===== src/rtl/swrc_params.svh =====
// Purpose: constants for the sleep, wake and reset-cause block
// Assumes: axi4-lite slave, 32-bit data, 125 MHz aclk
// Notes:   offsets are byte addresses
// Functional notes
// RL1: watchdog wake from sleep clears all four
// RL2: watchdog reset awake keeps powerdown, clears others
// RL3: reset pin wake sets timeout, clears rest
// RL4: powerdown set at power-up, cleared by sleep
// RL5: reset pin awake clears wakes, keeps others
// RL6: pin wake sets pin and timeout flags
// RL7: comparator wake sets comparator and timeout flags
// RL8: flags hold until reset; pin pulse alone ignored
// RL9: sleep entered only by sleep instruction
// RL10: sleep entry clears watchdog, sets flags, stops oscillator
// RL11: pins hold their state during sleep
// RL12: watchdog reset never drives reset pin low
// RL13: four enabled events wake through device reset
// RL14: pin change compares with last port capture
// RL15: stale mismatch wakes at once on sleep
// RL16: watchdog cleared on every wake
// RL17: power-up sets timeout, clears both wake flags
`ifndef SWRC_PARAMS_SVH
`define SWRC_PARAMS_SVH
`define SWRC_ADDR_STATUS   8'h00
`define SWRC_ADDR_CONFIG   8'h04
`define SWRC_ADDR_IRQ_STAT 8'h08
`define SWRC_ADDR_IRQ_EN   8'h0C
`define SWRC_ADDR_IRQ_CLR  8'h10
`define SWRC_ADDR_WDT      8'h14
`define SWRC_BIT_CMP_WAKE  7
`define SWRC_BIT_PIN_WAKE  6
`define SWRC_BIT_TIMEOUT   4
`define SWRC_BIT_POWERDOWN 3
`define SWRC_CFG_RESET     8'h0F
`define SWRC_WDT_PERIOD_US 18000
`define SWRC_CLK_MHZ       125
`define SWRC_WDT_CYCLES    (`SWRC_WDT_PERIOD_US * `SWRC_CLK_MHZ)
`define SWRC_RESP_OKAY     2'b00
`define SWRC_RESP_SLVERR   2'b10
`endif


===== src/rtl/swrc_pkg.sv =====
// Purpose: types for the sleep, wake and reset-cause block
// Assumes: nothing
// Notes:   cause codes drive the flag update table
package swrc_pkg;
   typedef enum logic [1:0] {
      SWRC_RUN   = 2'b00,
      SWRC_SLEEP = 2'b01,
      SWRC_RESET = 2'b10
   } swrc_state_t;
   typedef enum logic [2:0] {
      SWRC_C_NONE   = 3'b000,
      SWRC_C_WDT    = 3'b001,
      SWRC_C_PIN    = 3'b010,
      SWRC_C_CHANGE = 3'b011,
      SWRC_C_CMP    = 3'b100
   } swrc_cause_t;
endpackage


===== src/rtl/swrc_sleep_wake.sv =====
// Purpose: sleep control, wake sources and reset-cause flags
// Assumes: core issues sleep_instr and port_access as one-cycle pulses
// Notes:   flags hold across a device reset; aresetn initialises them, reset events and sleep entry update them
`timescale 1ns/10ps
`include "swrc_params.svh"
module swrc_sleep_wake #(
   parameter int unsigned WDT_CYCLES = `SWRC_WDT_CYCLES
) (
   input  wire logic        aclk,
   input  wire logic        aresetn,
   input  wire logic        sleep_instr,
   input  wire logic        clrwdt_instr,
   input  wire logic        port_access,
   input  wire logic        ext_reset_pin_n,
   input  wire logic        port_pin_zero,
   input  wire logic        port_pin_one,
   input  wire logic        port_pin_three,
   input  wire logic        cmp_out,
   input  wire logic [2:0]  pin_out_in,
   input  wire logic [2:0]  pin_oe_n_in,
   output logic [2:0]       pin_out,
   output logic [2:0]       pin_oe_n,
   output logic             ext_reset_pin_oe_n,
   output logic             device_reset,
   output logic             osc_enable,
   output logic             in_sleep,
   output logic             irq,
   input  wire logic [7:0]  s_axi_awaddr,
   input  wire logic        s_axi_awvalid,
   output logic             s_axi_awready,
   input  wire logic [31:0] s_axi_wdata,
   input  wire logic [3:0]  s_axi_wstrb,
   input  wire logic        s_axi_wvalid,
   output logic             s_axi_wready,
   output logic [1:0]       s_axi_bresp,
   output logic             s_axi_bvalid,
   input  wire logic        s_axi_bready,
   input  wire logic [7:0]  s_axi_araddr,
   input  wire logic        s_axi_arvalid,
   output logic             s_axi_arready,
   output logic [31:0]      s_axi_rdata,
   output logic [1:0]       s_axi_rresp,
   output logic             s_axi_rvalid,
   input  wire logic        s_axi_rready
);
   // pin synchronisers: first stage read only by second
   logic [4:0] sync1_ff;
   logic [4:0] sync2_ff;
   always_ff @(posedge aclk) begin
      if (!aresetn) begin
         sync1_ff <= 5'h1F;
         sync2_ff <= 5'h1F;
      end else begin
         sync1_ff <= {ext_reset_pin_n, cmp_out, port_pin_three, port_pin_one, port_pin_zero};
         sync2_ff <= sync1_ff;
      end
   end
   wire [2:0] pins_s   = sync2_ff[2:0];
   wire       cmp_s    = sync2_ff[3];
   wire       rstpin_s = sync2_ff[4];

   swrc_pkg::swrc_state_t state_ff;
   swrc_pkg::swrc_state_t nxt_state;
   logic        timeout_flag_n;
   logic        powerdown_flag_n;
   logic        pin_wake_flag;
   logic        comparator_wake_flag;
   logic [2:0]  pin_latch_ff;
   logic        cmp_latch_ff;
   logic [31:0] watchdog_counter;
   logic [7:0]  cfg_ff;
   logic [3:0]  irq_stat_ff;
   logic [3:0]  irq_en_ff;
   logic [2:0]  hold_out_ff;
   logic [2:0]  hold_oe_n_ff;

   wire cfg_pin_rst = cfg_ff[0];
   wire cfg_wdt_en  = cfg_ff[1];
   wire cfg_gp_wake = cfg_ff[2];
   wire cfg_cmp_wk  = cfg_ff[3];
   wire asleep      = (state_ff == swrc_pkg::SWRC_SLEEP);
   wire wdt_expire  = cfg_wdt_en && (watchdog_counter >= WDT_CYCLES - 1);
   wire pin_evt     = cfg_pin_rst && !rstpin_s;
   wire gp_mismatch = cfg_gp_wake && (pins_s != pin_latch_ff); // RL14 RL15
   wire cmp_change  = cfg_cmp_wk && (cmp_s != cmp_latch_ff);
   // priority: reset pin, watchdog, pin change, comparator
   wire swrc_pkg::swrc_cause_t cause =
      (state_ff == swrc_pkg::SWRC_RESET) ? swrc_pkg::SWRC_C_NONE :
      pin_evt                             ? swrc_pkg::SWRC_C_PIN :
      wdt_expire                          ? swrc_pkg::SWRC_C_WDT :
      (asleep && gp_mismatch)             ? swrc_pkg::SWRC_C_CHANGE : // RL13
      (asleep && cmp_change)              ? swrc_pkg::SWRC_C_CMP :
                                            swrc_pkg::SWRC_C_NONE;
   wire reset_evt = (cause != swrc_pkg::SWRC_C_NONE);

   always_comb begin
      nxt_state = state_ff;
      case (state_ff)
         swrc_pkg::SWRC_RUN: begin
            if (reset_evt)
               nxt_state = swrc_pkg::SWRC_RESET;
            else if (sleep_instr)
               nxt_state = swrc_pkg::SWRC_SLEEP; // RL9
         end
         swrc_pkg::SWRC_SLEEP: begin
            if (reset_evt)
               nxt_state = swrc_pkg::SWRC_RESET; // RL13
         end
         // device reset held while the pin is still low
         swrc_pkg::SWRC_RESET: begin
            if (!(cfg_pin_rst && !rstpin_s))
               nxt_state = swrc_pkg::SWRC_RUN;
         end
         default: nxt_state = swrc_pkg::SWRC_RUN;
      endcase
   end

   always_ff @(posedge aclk) begin
      if (!aresetn) begin
         state_ff <= swrc_pkg::SWRC_RUN;
         timeout_flag_n <= 1'b1; // RL17
         powerdown_flag_n <= 1'b1; // RL4
         pin_wake_flag <= 1'b0; // RL17
         comparator_wake_flag <= 1'b0; // RL17
      end else begin
         state_ff <= nxt_state;
         if (state_ff == swrc_pkg::SWRC_RUN && sleep_instr && !reset_evt) begin
            timeout_flag_n <= 1'b1; // RL10
            powerdown_flag_n <= 1'b0; // RL4 RL10
         end
         // flags change only on a taken reset event or sleep entry; pin low while in reset is ignored
         case (cause)
            swrc_pkg::SWRC_C_WDT: begin
               timeout_flag_n <= 1'b0; // RL1 RL2
               if (asleep)
                  powerdown_flag_n <= 1'b0; // RL1
               pin_wake_flag <= 1'b0;
               comparator_wake_flag <= 1'b0;
            end
            swrc_pkg::SWRC_C_PIN: begin
               if (asleep) begin
                  timeout_flag_n <= 1'b1; // RL3
                  powerdown_flag_n <= 1'b0;
               end
               pin_wake_flag <= 1'b0; // RL5
               comparator_wake_flag <= 1'b0;
            end
            swrc_pkg::SWRC_C_CHANGE: begin
               timeout_flag_n <= 1'b1; // RL6
               powerdown_flag_n <= 1'b0;
               pin_wake_flag <= 1'b1;
               comparator_wake_flag <= 1'b0;
            end
            swrc_pkg::SWRC_C_CMP: begin
               timeout_flag_n <= 1'b1; // RL7
               powerdown_flag_n <= 1'b0;
               pin_wake_flag <= 1'b0;
               comparator_wake_flag <= 1'b1;
            end
            default: ; // RL8
         endcase
      end
   end

   // port capture references for wake-on-change
   always_ff @(posedge aclk) begin
      if (!aresetn) begin
         pin_latch_ff <= 3'h0;
         cmp_latch_ff <= 1'b0;
      end else begin
         if (port_access)
            pin_latch_ff <= pins_s; // RL14
         if (!asleep)
            cmp_latch_ff <= cmp_s;
      end
   end

   // watchdog: cleared by clrwdt, sleep entry, any wake or device reset
   wire wdt_clear = clrwdt_instr || (sleep_instr && !asleep) || reset_evt ||
                    (state_ff == swrc_pkg::SWRC_RESET);
   always_ff @(posedge aclk) begin
      if (!aresetn)
         watchdog_counter <= 32'h0000_0000;
      else if (wdt_clear || !cfg_wdt_en)
         watchdog_counter <= 32'h0000_0000; // RL10 RL16
      else
         watchdog_counter <= watchdog_counter + 32'h0000_0001; // RL10
   end

   // pin hold during sleep
   always_ff @(posedge aclk) begin
      if (!aresetn) begin
         hold_out_ff <= 3'h0;
         hold_oe_n_ff <= 3'h7;
      end else if (!asleep) begin
         hold_out_ff <= pin_out_in;
         hold_oe_n_ff <= pin_oe_n_in;
      end
   end
   assign pin_out  = asleep ? hold_out_ff : pin_out_in; // RL11
   assign pin_oe_n = asleep ? hold_oe_n_ff : pin_oe_n_in; // RL11
   assign ext_reset_pin_oe_n = 1'b1; // RL12
   assign device_reset = (state_ff == swrc_pkg::SWRC_RESET); // RL13
   assign osc_enable = !asleep; // RL10
   assign in_sleep = asleep;

   // interrupt events: bit0 sleep entry, bit1 wake/reset, bit2 watchdog, bit3 pin reset
   wire [3:0] irq_evt = {cause == swrc_pkg::SWRC_C_PIN, cause == swrc_pkg::SWRC_C_WDT,
                         reset_evt, state_ff == swrc_pkg::SWRC_RUN && sleep_instr && !reset_evt};
   assign irq = |(irq_stat_ff & irq_en_ff);

   // axi4-lite slave
   logic       bvalid_ff;
   logic       rvalid_ff;
   logic [31:0] rdata_ff;
   logic [1:0] bresp_ff;
   logic [1:0] rresp_ff;
   wire wr_go = s_axi_awvalid && s_axi_wvalid && !bvalid_ff;
   wire rd_go = s_axi_arvalid && !rvalid_ff;
   wire wr_cfg = wr_go && s_axi_awaddr == `SWRC_ADDR_CONFIG && s_axi_wstrb[0];
   wire wr_en  = wr_go && s_axi_awaddr == `SWRC_ADDR_IRQ_EN && s_axi_wstrb[0];
   wire wr_clr = wr_go && s_axi_awaddr == `SWRC_ADDR_IRQ_CLR && s_axi_wstrb[0];
   wire wr_ok  = s_axi_awaddr == `SWRC_ADDR_CONFIG || s_axi_awaddr == `SWRC_ADDR_IRQ_EN ||
                 s_axi_awaddr == `SWRC_ADDR_IRQ_CLR;
   wire [31:0] status_word = {24'h00_0000, comparator_wake_flag, pin_wake_flag, 1'b0,
                              timeout_flag_n, powerdown_flag_n, 3'h0};
   wire rd_ok = s_axi_araddr == `SWRC_ADDR_STATUS || s_axi_araddr == `SWRC_ADDR_CONFIG ||
                s_axi_araddr == `SWRC_ADDR_IRQ_STAT || s_axi_araddr == `SWRC_ADDR_IRQ_EN ||
                s_axi_araddr == `SWRC_ADDR_IRQ_CLR || s_axi_araddr == `SWRC_ADDR_WDT;
   wire [31:0] rd_word =
      (s_axi_araddr == `SWRC_ADDR_STATUS)   ? status_word :
      (s_axi_araddr == `SWRC_ADDR_CONFIG)   ? {24'h00_0000, cfg_ff} :
      (s_axi_araddr == `SWRC_ADDR_IRQ_STAT) ? {28'h000_0000, irq_stat_ff} :
      (s_axi_araddr == `SWRC_ADDR_IRQ_EN)   ? {28'h000_0000, irq_en_ff} :
      (s_axi_araddr == `SWRC_ADDR_WDT)      ? watchdog_counter : 32'h0000_0000;

   always_ff @(posedge aclk) begin
      if (!aresetn) begin
         cfg_ff <= `SWRC_CFG_RESET;
         irq_en_ff <= 4'h0;
         irq_stat_ff <= 4'h0;
         bvalid_ff <= 1'b0;
         rvalid_ff <= 1'b0;
         rdata_ff <= 32'h0000_0000;
         bresp_ff <= `SWRC_RESP_OKAY;
         rresp_ff <= `SWRC_RESP_OKAY;
      end else begin
         if (wr_cfg)
            cfg_ff <= s_axi_wdata[7:0];
         if (wr_en)
            irq_en_ff <= s_axi_wdata[3:0];
         // set wins over clear
         irq_stat_ff <= (irq_stat_ff & ~(wr_clr ? s_axi_wdata[3:0] : 4'h0)) | irq_evt;
         if (wr_go) begin
            bvalid_ff <= 1'b1;
            bresp_ff <= wr_ok ? `SWRC_RESP_OKAY : `SWRC_RESP_SLVERR;
         end else if (s_axi_bready)
            bvalid_ff <= 1'b0;
         if (rd_go) begin
            rvalid_ff <= 1'b1;
            rdata_ff <= rd_word;
            rresp_ff <= rd_ok ? `SWRC_RESP_OKAY : `SWRC_RESP_SLVERR;
         end else if (s_axi_rready)
            rvalid_ff <= 1'b0;
      end
   end
   assign s_axi_awready = wr_go;
   assign s_axi_wready  = wr_go;
   assign s_axi_bvalid  = bvalid_ff;
   assign s_axi_bresp   = bresp_ff;
   assign s_axi_arready = rd_go;
   assign s_axi_rvalid  = rvalid_ff;
   assign s_axi_rdata   = rdata_ff;
   assign s_axi_rresp   = rresp_ff;
endmodule


===== config.mk =====
export PLATFORM = sky130hd
export DESIGN_NAME = swrc_sleep_wake
export DESIGN_NICKNAME = d
export VERILOG_FILES = /design/src/rtl/swrc_pkg.sv /design/src/rtl/swrc_sleep_wake.sv
export VERILOG_INCLUDE_DIRS = /design/src /design/src/rtl
export SDC_FILE = /design/constraint.sdc
export NUM_CORES = 1
export LEC_CHECK = 0
export ABC_CLOCK_PERIOD_IN_PS = 2800
export BUFFER_PORTS_ARGS = -buffer_cell sky130_fd_sc_hd__clkbuf_2
export CORE_UTILIZATION = 35
export DETAILED_ROUTE_END_ITERATION = 6
export PLACE_DENSITY = 0.55
export SYNTH_ARGS = -nofsm -noshare
export SYNTH_HDL_FRONTEND = slang
export SYNTH_SLANG_ARGS = --single-unit
export TNS_END_PERCENT = 100

===== constraint.sdc =====
create_clock -name aclk -period 2.8 [get_ports aclk]
set_input_delay 0.28 -clock aclk [delete_from_list [all_inputs] [get_ports aclk]]
set_output_delay 0.28 -clock aclk [all_outputs]
set_load 0.01 [all_outputs]

==> results of run 1 <==
[area by class of cell]
cell class / instances / area share, %
Inverter: 11 / 0.7671
Multi-Input combinational cell: 349 / 38.89
Timing Repair Buffer: 100 / 9.577
Sequential cell: 110 / 40.91
Tap cell: 168 / 3.905
Clock inverter: 7 / 1.767
Clock buffer: 9 / 4.184
[power groups by stage]
stage	Combinational [mW]	Clock, mW	Sequential [mW]
3_5_place_dp	0.192	0	1.66
2_1_floorplan	0.115	0	1.66
3_3_place_gp	0.188	0	1.66
4_1_cts	0.192	1.42	1.62
5_1_grt	0.214	1.48	1.63
6_report	0.188	1.38	1.62
[per-stage QoR]
stage          instance area, sq um  util (%)
2_1_floorplan                  4489         -
3_3_place_gp                   5062     41.45
3_5_place_dp                   5062     41.45
4_1_cts                        5383     44.08
5_1_grt                        5383     44.08
6_report                       5383     44.08
[cells by family (layout without fill, tap and decap cells)]
kind of cell / Yosys count / count (layout) / share of synthesized area, %
muxes: 20 / 20 / 4.613
xor gates and xnor gates: 23 / 23 / 4.529
adders and majority gates: 1 / 1 / 0.2812
DFF: 110 / 110 / 49.51
buffers and inverters: 42 / 127 / 4.360
and+or+nand+nor: 207 / 207 / 22.87
other: 2 / 13 / 0.1688
AOI/OAI and AO/OA: 85 / 85 / 13.67
[worst max-delay path, stage by stage (launching register included)]
cell and delay (ps):
dfxtp_1 410, ha_1 240, nand3_1 130, a2111oi_0 590, o211ai_1 300, a31o_2 330
o211ai_1 80, buf_4 290, nor2_1 80
[registers in the layout (all words and copies together), names as in the netlist, 4 cells and up]
name,flops
cfg_ff,8
irq_en_ff,4
sync1_ff,5
irq_stat_ff,4
s_axi_rdata,32
watchdog_counter,32
sync2_ff,5
[routing by layer]
metal / up-vias / share of wire [%]
met3: 11 / 4.6
met5: - / 0
met4: 0 / 1.3
met2: 69 / 47
li1: 1869 / -
met1: 1701 / 47
[cells in the final DEF, fill, tap and decap left out, types with 7 or more instances in the layout]
master / Yosys / routed
conb_1: 2 / 13
mux2i_1: 16 / 16
nand2_1: 41 / 41
xor2_1: 15 / 15
nor4_1: 7 / 7
nand3_1: 16 / 16
nor3_1: 11 / 11
nand2b_1: 20 / 20
xnor2_1: 8 / 8
inv_1: 9 / 9
nor2_1: 78 / 78
a21oi_1: 13 / 13
clkbuf_2: 0 / 94
o21ai_0: 9 / 9
dfxtp_1: 110 / 110
a22oi_1: 28 / 28
clkbuf_16: 0 / 9
[worst max-delay path by stage]
stage	endpoint	depth (start not counted)	slack (ps)	startpoint
floorplan	watchdog_counter[14]	8	760	watchdog_counter[0]
global placement	watchdog_counter[5]	8	380	watchdog_counter[0]
detailed placement	watchdog_counter[21]	8	240	watchdog_counter[0]
CTS	watchdog_counter[10]	8	210	watchdog_counter[0]
global route	watchdog_counter[10]	8	40	watchdog_counter[0]
finish	watchdog_counter[10]	8	240	watchdog_counter[0]
==> flow_summary.ini, run 1 <==
[run_status]
outcome = completed

[cells_and_area]
seq_area_sq_um = 2202
area_delta_synth_final_pct = 21.01
layoutNonFillerInstCount = 754
multiInputGateArea_sq_um = 2093
finalNetCount = 655
fill_cells = 1259
diodes = 0
layout-drive-gt1-share_pct = 22.18

[route]
drtIter0Drc = 137
routedWlPerCell_um = 13.52
drt-pass1-iter-count = 4
drc = 0
routed_wl_um = 10200
viasPerCell = 4.841
postRouteAntennaNets = 0
vias = 3650

[yosys]
syn_area_per_cell_sq_um = 9.078
synth_top_area_share_pct = 49.51
synth_common_cells = 110 x dfxtp_1, 78 x nor2_1, 41 x nand2_1
synth_seq_cells = 110
yosys_warnings = 0
synth_edf_count = 0
ys_async_sr_fraction_pct = 0
ys_seq_area_share_pct = 49.51
postSynthCellCount = 490
synth.distinct_cells = 60
syn-cell-area_sq_um = 4448
ys.flop_type = dfxtp_1
synth_area_leaders = dfxtp_1 50%, nor2_1 6.6%, a22oi_1 4.7%
synth.most_common_cell = dfxtp_1
yosys.area.top_type = dfxtp_1

[clock_tree]
numCtsBuffers = 9
cts_hold_buf = 0
clk_transition_reported_paths_ps = 70
clock-sinks = 110
htree_num_levels = 3
clk_latency_ps = 350
cts_tree = yes
root_buffer = clkbuf_16
post_cts_buffers = 0
clockBufferDepth = 2
cts_resized = 0

[critical_path]
crit_type = flop to flop
crit_fanout = 22
cp-end-kind = flop
r2r-start = watchdog_counter[0]
r2r-end = watchdog_counter[10]
critPathArrivalTime_ps = 2800
r2r_slack_ps = 240
worstPathRequired_ps = 3040
rr_worst_depth = 8
startpoint_type = flop

[sta]
slew_viol_final = 0
whs_ps = 105.4
rsz0062_at_grt = false
period_minus_slack_ps = 2562
worst_slew_margin_rel_pct = 52.37
finalHoldViolations = 0
min_period_over_period_pct = 91.51
fin_ws_ps = 237.7
clock.fmax_mhz = 390.3
setup_violations = 0
worstMarginPinSlew_ps = 707.9
clock_skew_ps = 5.003
finalSetupTns_ps = 0

[floorplanning]
io_pins = 125
die_area_sq_um = 13160
initial_utilization_pct = 36.42
die_w_um = 114.7
dieHeight_um = 114.7
core_area_sq_um = 12210
placementRows = 40

[pwr]
pwr-share-comb_pct = 5.9
p_sw_share_pct = 22.57
cell_internal_pwr_mw = 2.466
peakVddDrop_v = 0.0004370
seq_power_share_pct = 50.9
cellPowerDensity_nw_per_um2 = 591.7
total_power_mw = 3.185
leakage_nw = 2.198
p_sw_uw = 719.0
p_clk_share_pct = 43.2

[place]
place_ws_ps = 235.0
place_inst = 738
io_buffers = 94
place.gp.congestion = 0.7921
dp_hpwl_um = 7303

[min_path]
hold_end = sync1_ff[3]
hold_depth = 2
hold_path.class = input pin to flop
hp-start = cmp_out

[global_route]
gr-usage-met3_pct = 5.482
grt_pass1_vias = 3554
antenna_found_initial = 0
grt_util_met1_pct = 19.78
met2_usage_pct = 28.00
grt_use_total_pct = 16.50
gr-total-overflow = 0
grt_pass1_wl_um = 16800
busiest_layer = met2
grt_max_degree = 54

[flow_run]
max_cap_violations = 0
(Power assumes the default switching activity.)
==> run 2, diff against run 1 <==
--- a/config.mk
+++ b/config.mk
@@ -8,9 +8,9 @@
 export LEC_CHECK = 0
 export ABC_CLOCK_PERIOD_IN_PS = 2800
 export BUFFER_PORTS_ARGS = -buffer_cell sky130_fd_sc_hd__clkbuf_2
-export CORE_UTILIZATION = 35
+export CORE_UTILIZATION = 52
 export DETAILED_ROUTE_END_ITERATION = 6
-export PLACE_DENSITY = 0.55
+export PLACE_DENSITY = 0.78
 export SYNTH_ARGS = -nofsm -noshare
 export SYNTH_HDL_FRONTEND = slang
 export SYNTH_SLANG_ARGS = --single-unit
==> run 2 against run 1 <==
Net effect:
- sequential cell count unchanged
- critical endpoint is now watchdog_counter[16]
- largest cell class unchanged
- highest routed layer unchanged
- non-clock buffer count up 2
- die area down 32%
- register-to-register slack better by 80 ps
- via count up 3.3%
- design area down 3.3%
- first-iteration DRC count up 60%
- wire length down 3.3%
- critical path type unchanged
==> flow_summary.ini, run 2 (same netlist as run 1, synthesis figures left out) <==
[cells_and_area]
diodes = 0
utilization_pct = 63.00
layout_common_cells = 110 x dfxtp_1, 94 x clkbuf_2, 78 x nor2_1
layout-drive-gt1-share_pct = 22.45
layoutNonFillerInstCount = 693
mostFrequentLayoutCell = dfxtp_1
finalNetCount = 657
area_delta_synth_final_pct = 16.96

[floorplanning]
initial_utilization_pct = 53.86
core_area_sq_um = 8258
die_w_um = 94.49
placementRows = 33
dieHeight_um = 94.49
io_pins = 125
die_area_sq_um = 8927

[place]
place.gp.congestion = 0.8465
place_inst = 677
io_buffers = 94
dp_hpwl_um = 7137

[route]
vias = 3770
drc = 0
routedWlPerCell_um = 14.23
postRouteAntennaNets = 0
drtIter0Drc = 219
routed_wl_um = 9859
drt-pass1-iter-count = 4
viasPerCell = 5.440

[critical_path]
r2r_slack_ps = 320
cp-end-kind = flop
crit_fanout = 22
startpoint_type = flop
worstPathRequired_ps = 3050
crit_type = flop to flop
critPathArrivalTime_ps = 2720

[min_path]
hold_path.class = input pin to flop

[sta]
rsz0062_at_grt = false
setup_violations = 0
finalHoldViolations = 0
clock.fmax_mhz = 403.6
slew_viol_final = 0
min_period_over_period_pct = 88.49
whs_ps = 96.88
finalSetupTns_ps = 0
period_minus_slack_ps = 2478
clock_skew_ps = 13.93
worst_slew_margin_rel_pct = 42.78
worstMarginPinSlew_ps = 853.0

[global_route]
antenna_found_initial = 0
grt_use_total_pct = 23.39
grt_max_degree = 36
grt_pass1_vias = 3530
grt_pass1_wl_um = 16420
gr-total-overflow = 0

[clock_tree]
clk_transition_reported_paths_ps = 100
numCtsBuffers = 9
clockBufferDepth = 2
cts_hold_buf = 0
root_buffer = clkbuf_8
clk_latency_ps = 360
htree_num_levels = 3
post_cts_buffers = 0
clock-sinks = 110
cts_resized = 0
cts_tree = yes

[pwr]
cellPowerDensity_nw_per_um2 = 533.4
peakVddDrop_v = 0.0003636
leakage_nw = 2.154

[run_status]
outcome = completed

[flow_run]
max_cap_violations = 0
## run 2: cell types whose count changed in the layout (fill, tap and decap cells not counted), sizes merged
cell	previous run	this run
buf	6	8
bufinv	2	1
inv	11	12
## run 2: layer usage
| layer | global-route usage [%] | wire, um |
|---|---|---|
| met5 | 0 | 0 |
| met4 | 7.955 | 91 |
| met3 | 3.462 | 535 |
| met2 | 39.92 | 4772 |
| met1 | 30.21 | 4460 |
## run 2: cell type report
type / count / area [sq um]
fill: 713 / 3055
sequential: 110 / 2202
multi-input combinational: 349 / 2093
timing repair buffer: 102 / 530.5
tap: 105 / 131.4
clock buffer: 9 / 123.9
clock inverter: 7 / 80.08
inverter: 11 / 41.29
## run 2: path summary, 6_finish.rpt
check                      startpoint                    to  cells after the start
setup / recovery  watchdog_counter[0]  watchdog_counter[16]                      8
hold reg to reg           sync1_ff[2]           sync2_ff[2]                      1
setup reg to reg  watchdog_counter[0]  watchdog_counter[16]                      8
hold / removal                cmp_out           sync1_ff[3]                      2
## run 2: report_power, final
part / internal [mW] / leakage, nW / switching, mW
clock network: 0.427 / 0.102 / 0.536
logic: 0.0785 / 1.15 / 0.112
registers: 1.60 / 0.898 / 0.0205
## run 2: worst max-delay path, stage by stage, from the launching register on
cell	delay (ps)
dfxtp_1	400
ha_1	220
nand3_1	120
a2111oi_0	550
o211ai_1	300
a31o_2	330
o211ai_1	80
buf_4	280
nor2_1	80
## run 2: through the flow
step	cell area (sq um)	power [mW]	setup WS [ps]
final	5202	2.775	322.2
after CTS	5202	2.797	356.6
after detailed placement	4999	1.849	369.8
after global routing	5202	2.885	199.0
after global placement	4999	1.841	457.2
after floorplan	4489	1.771	757.1
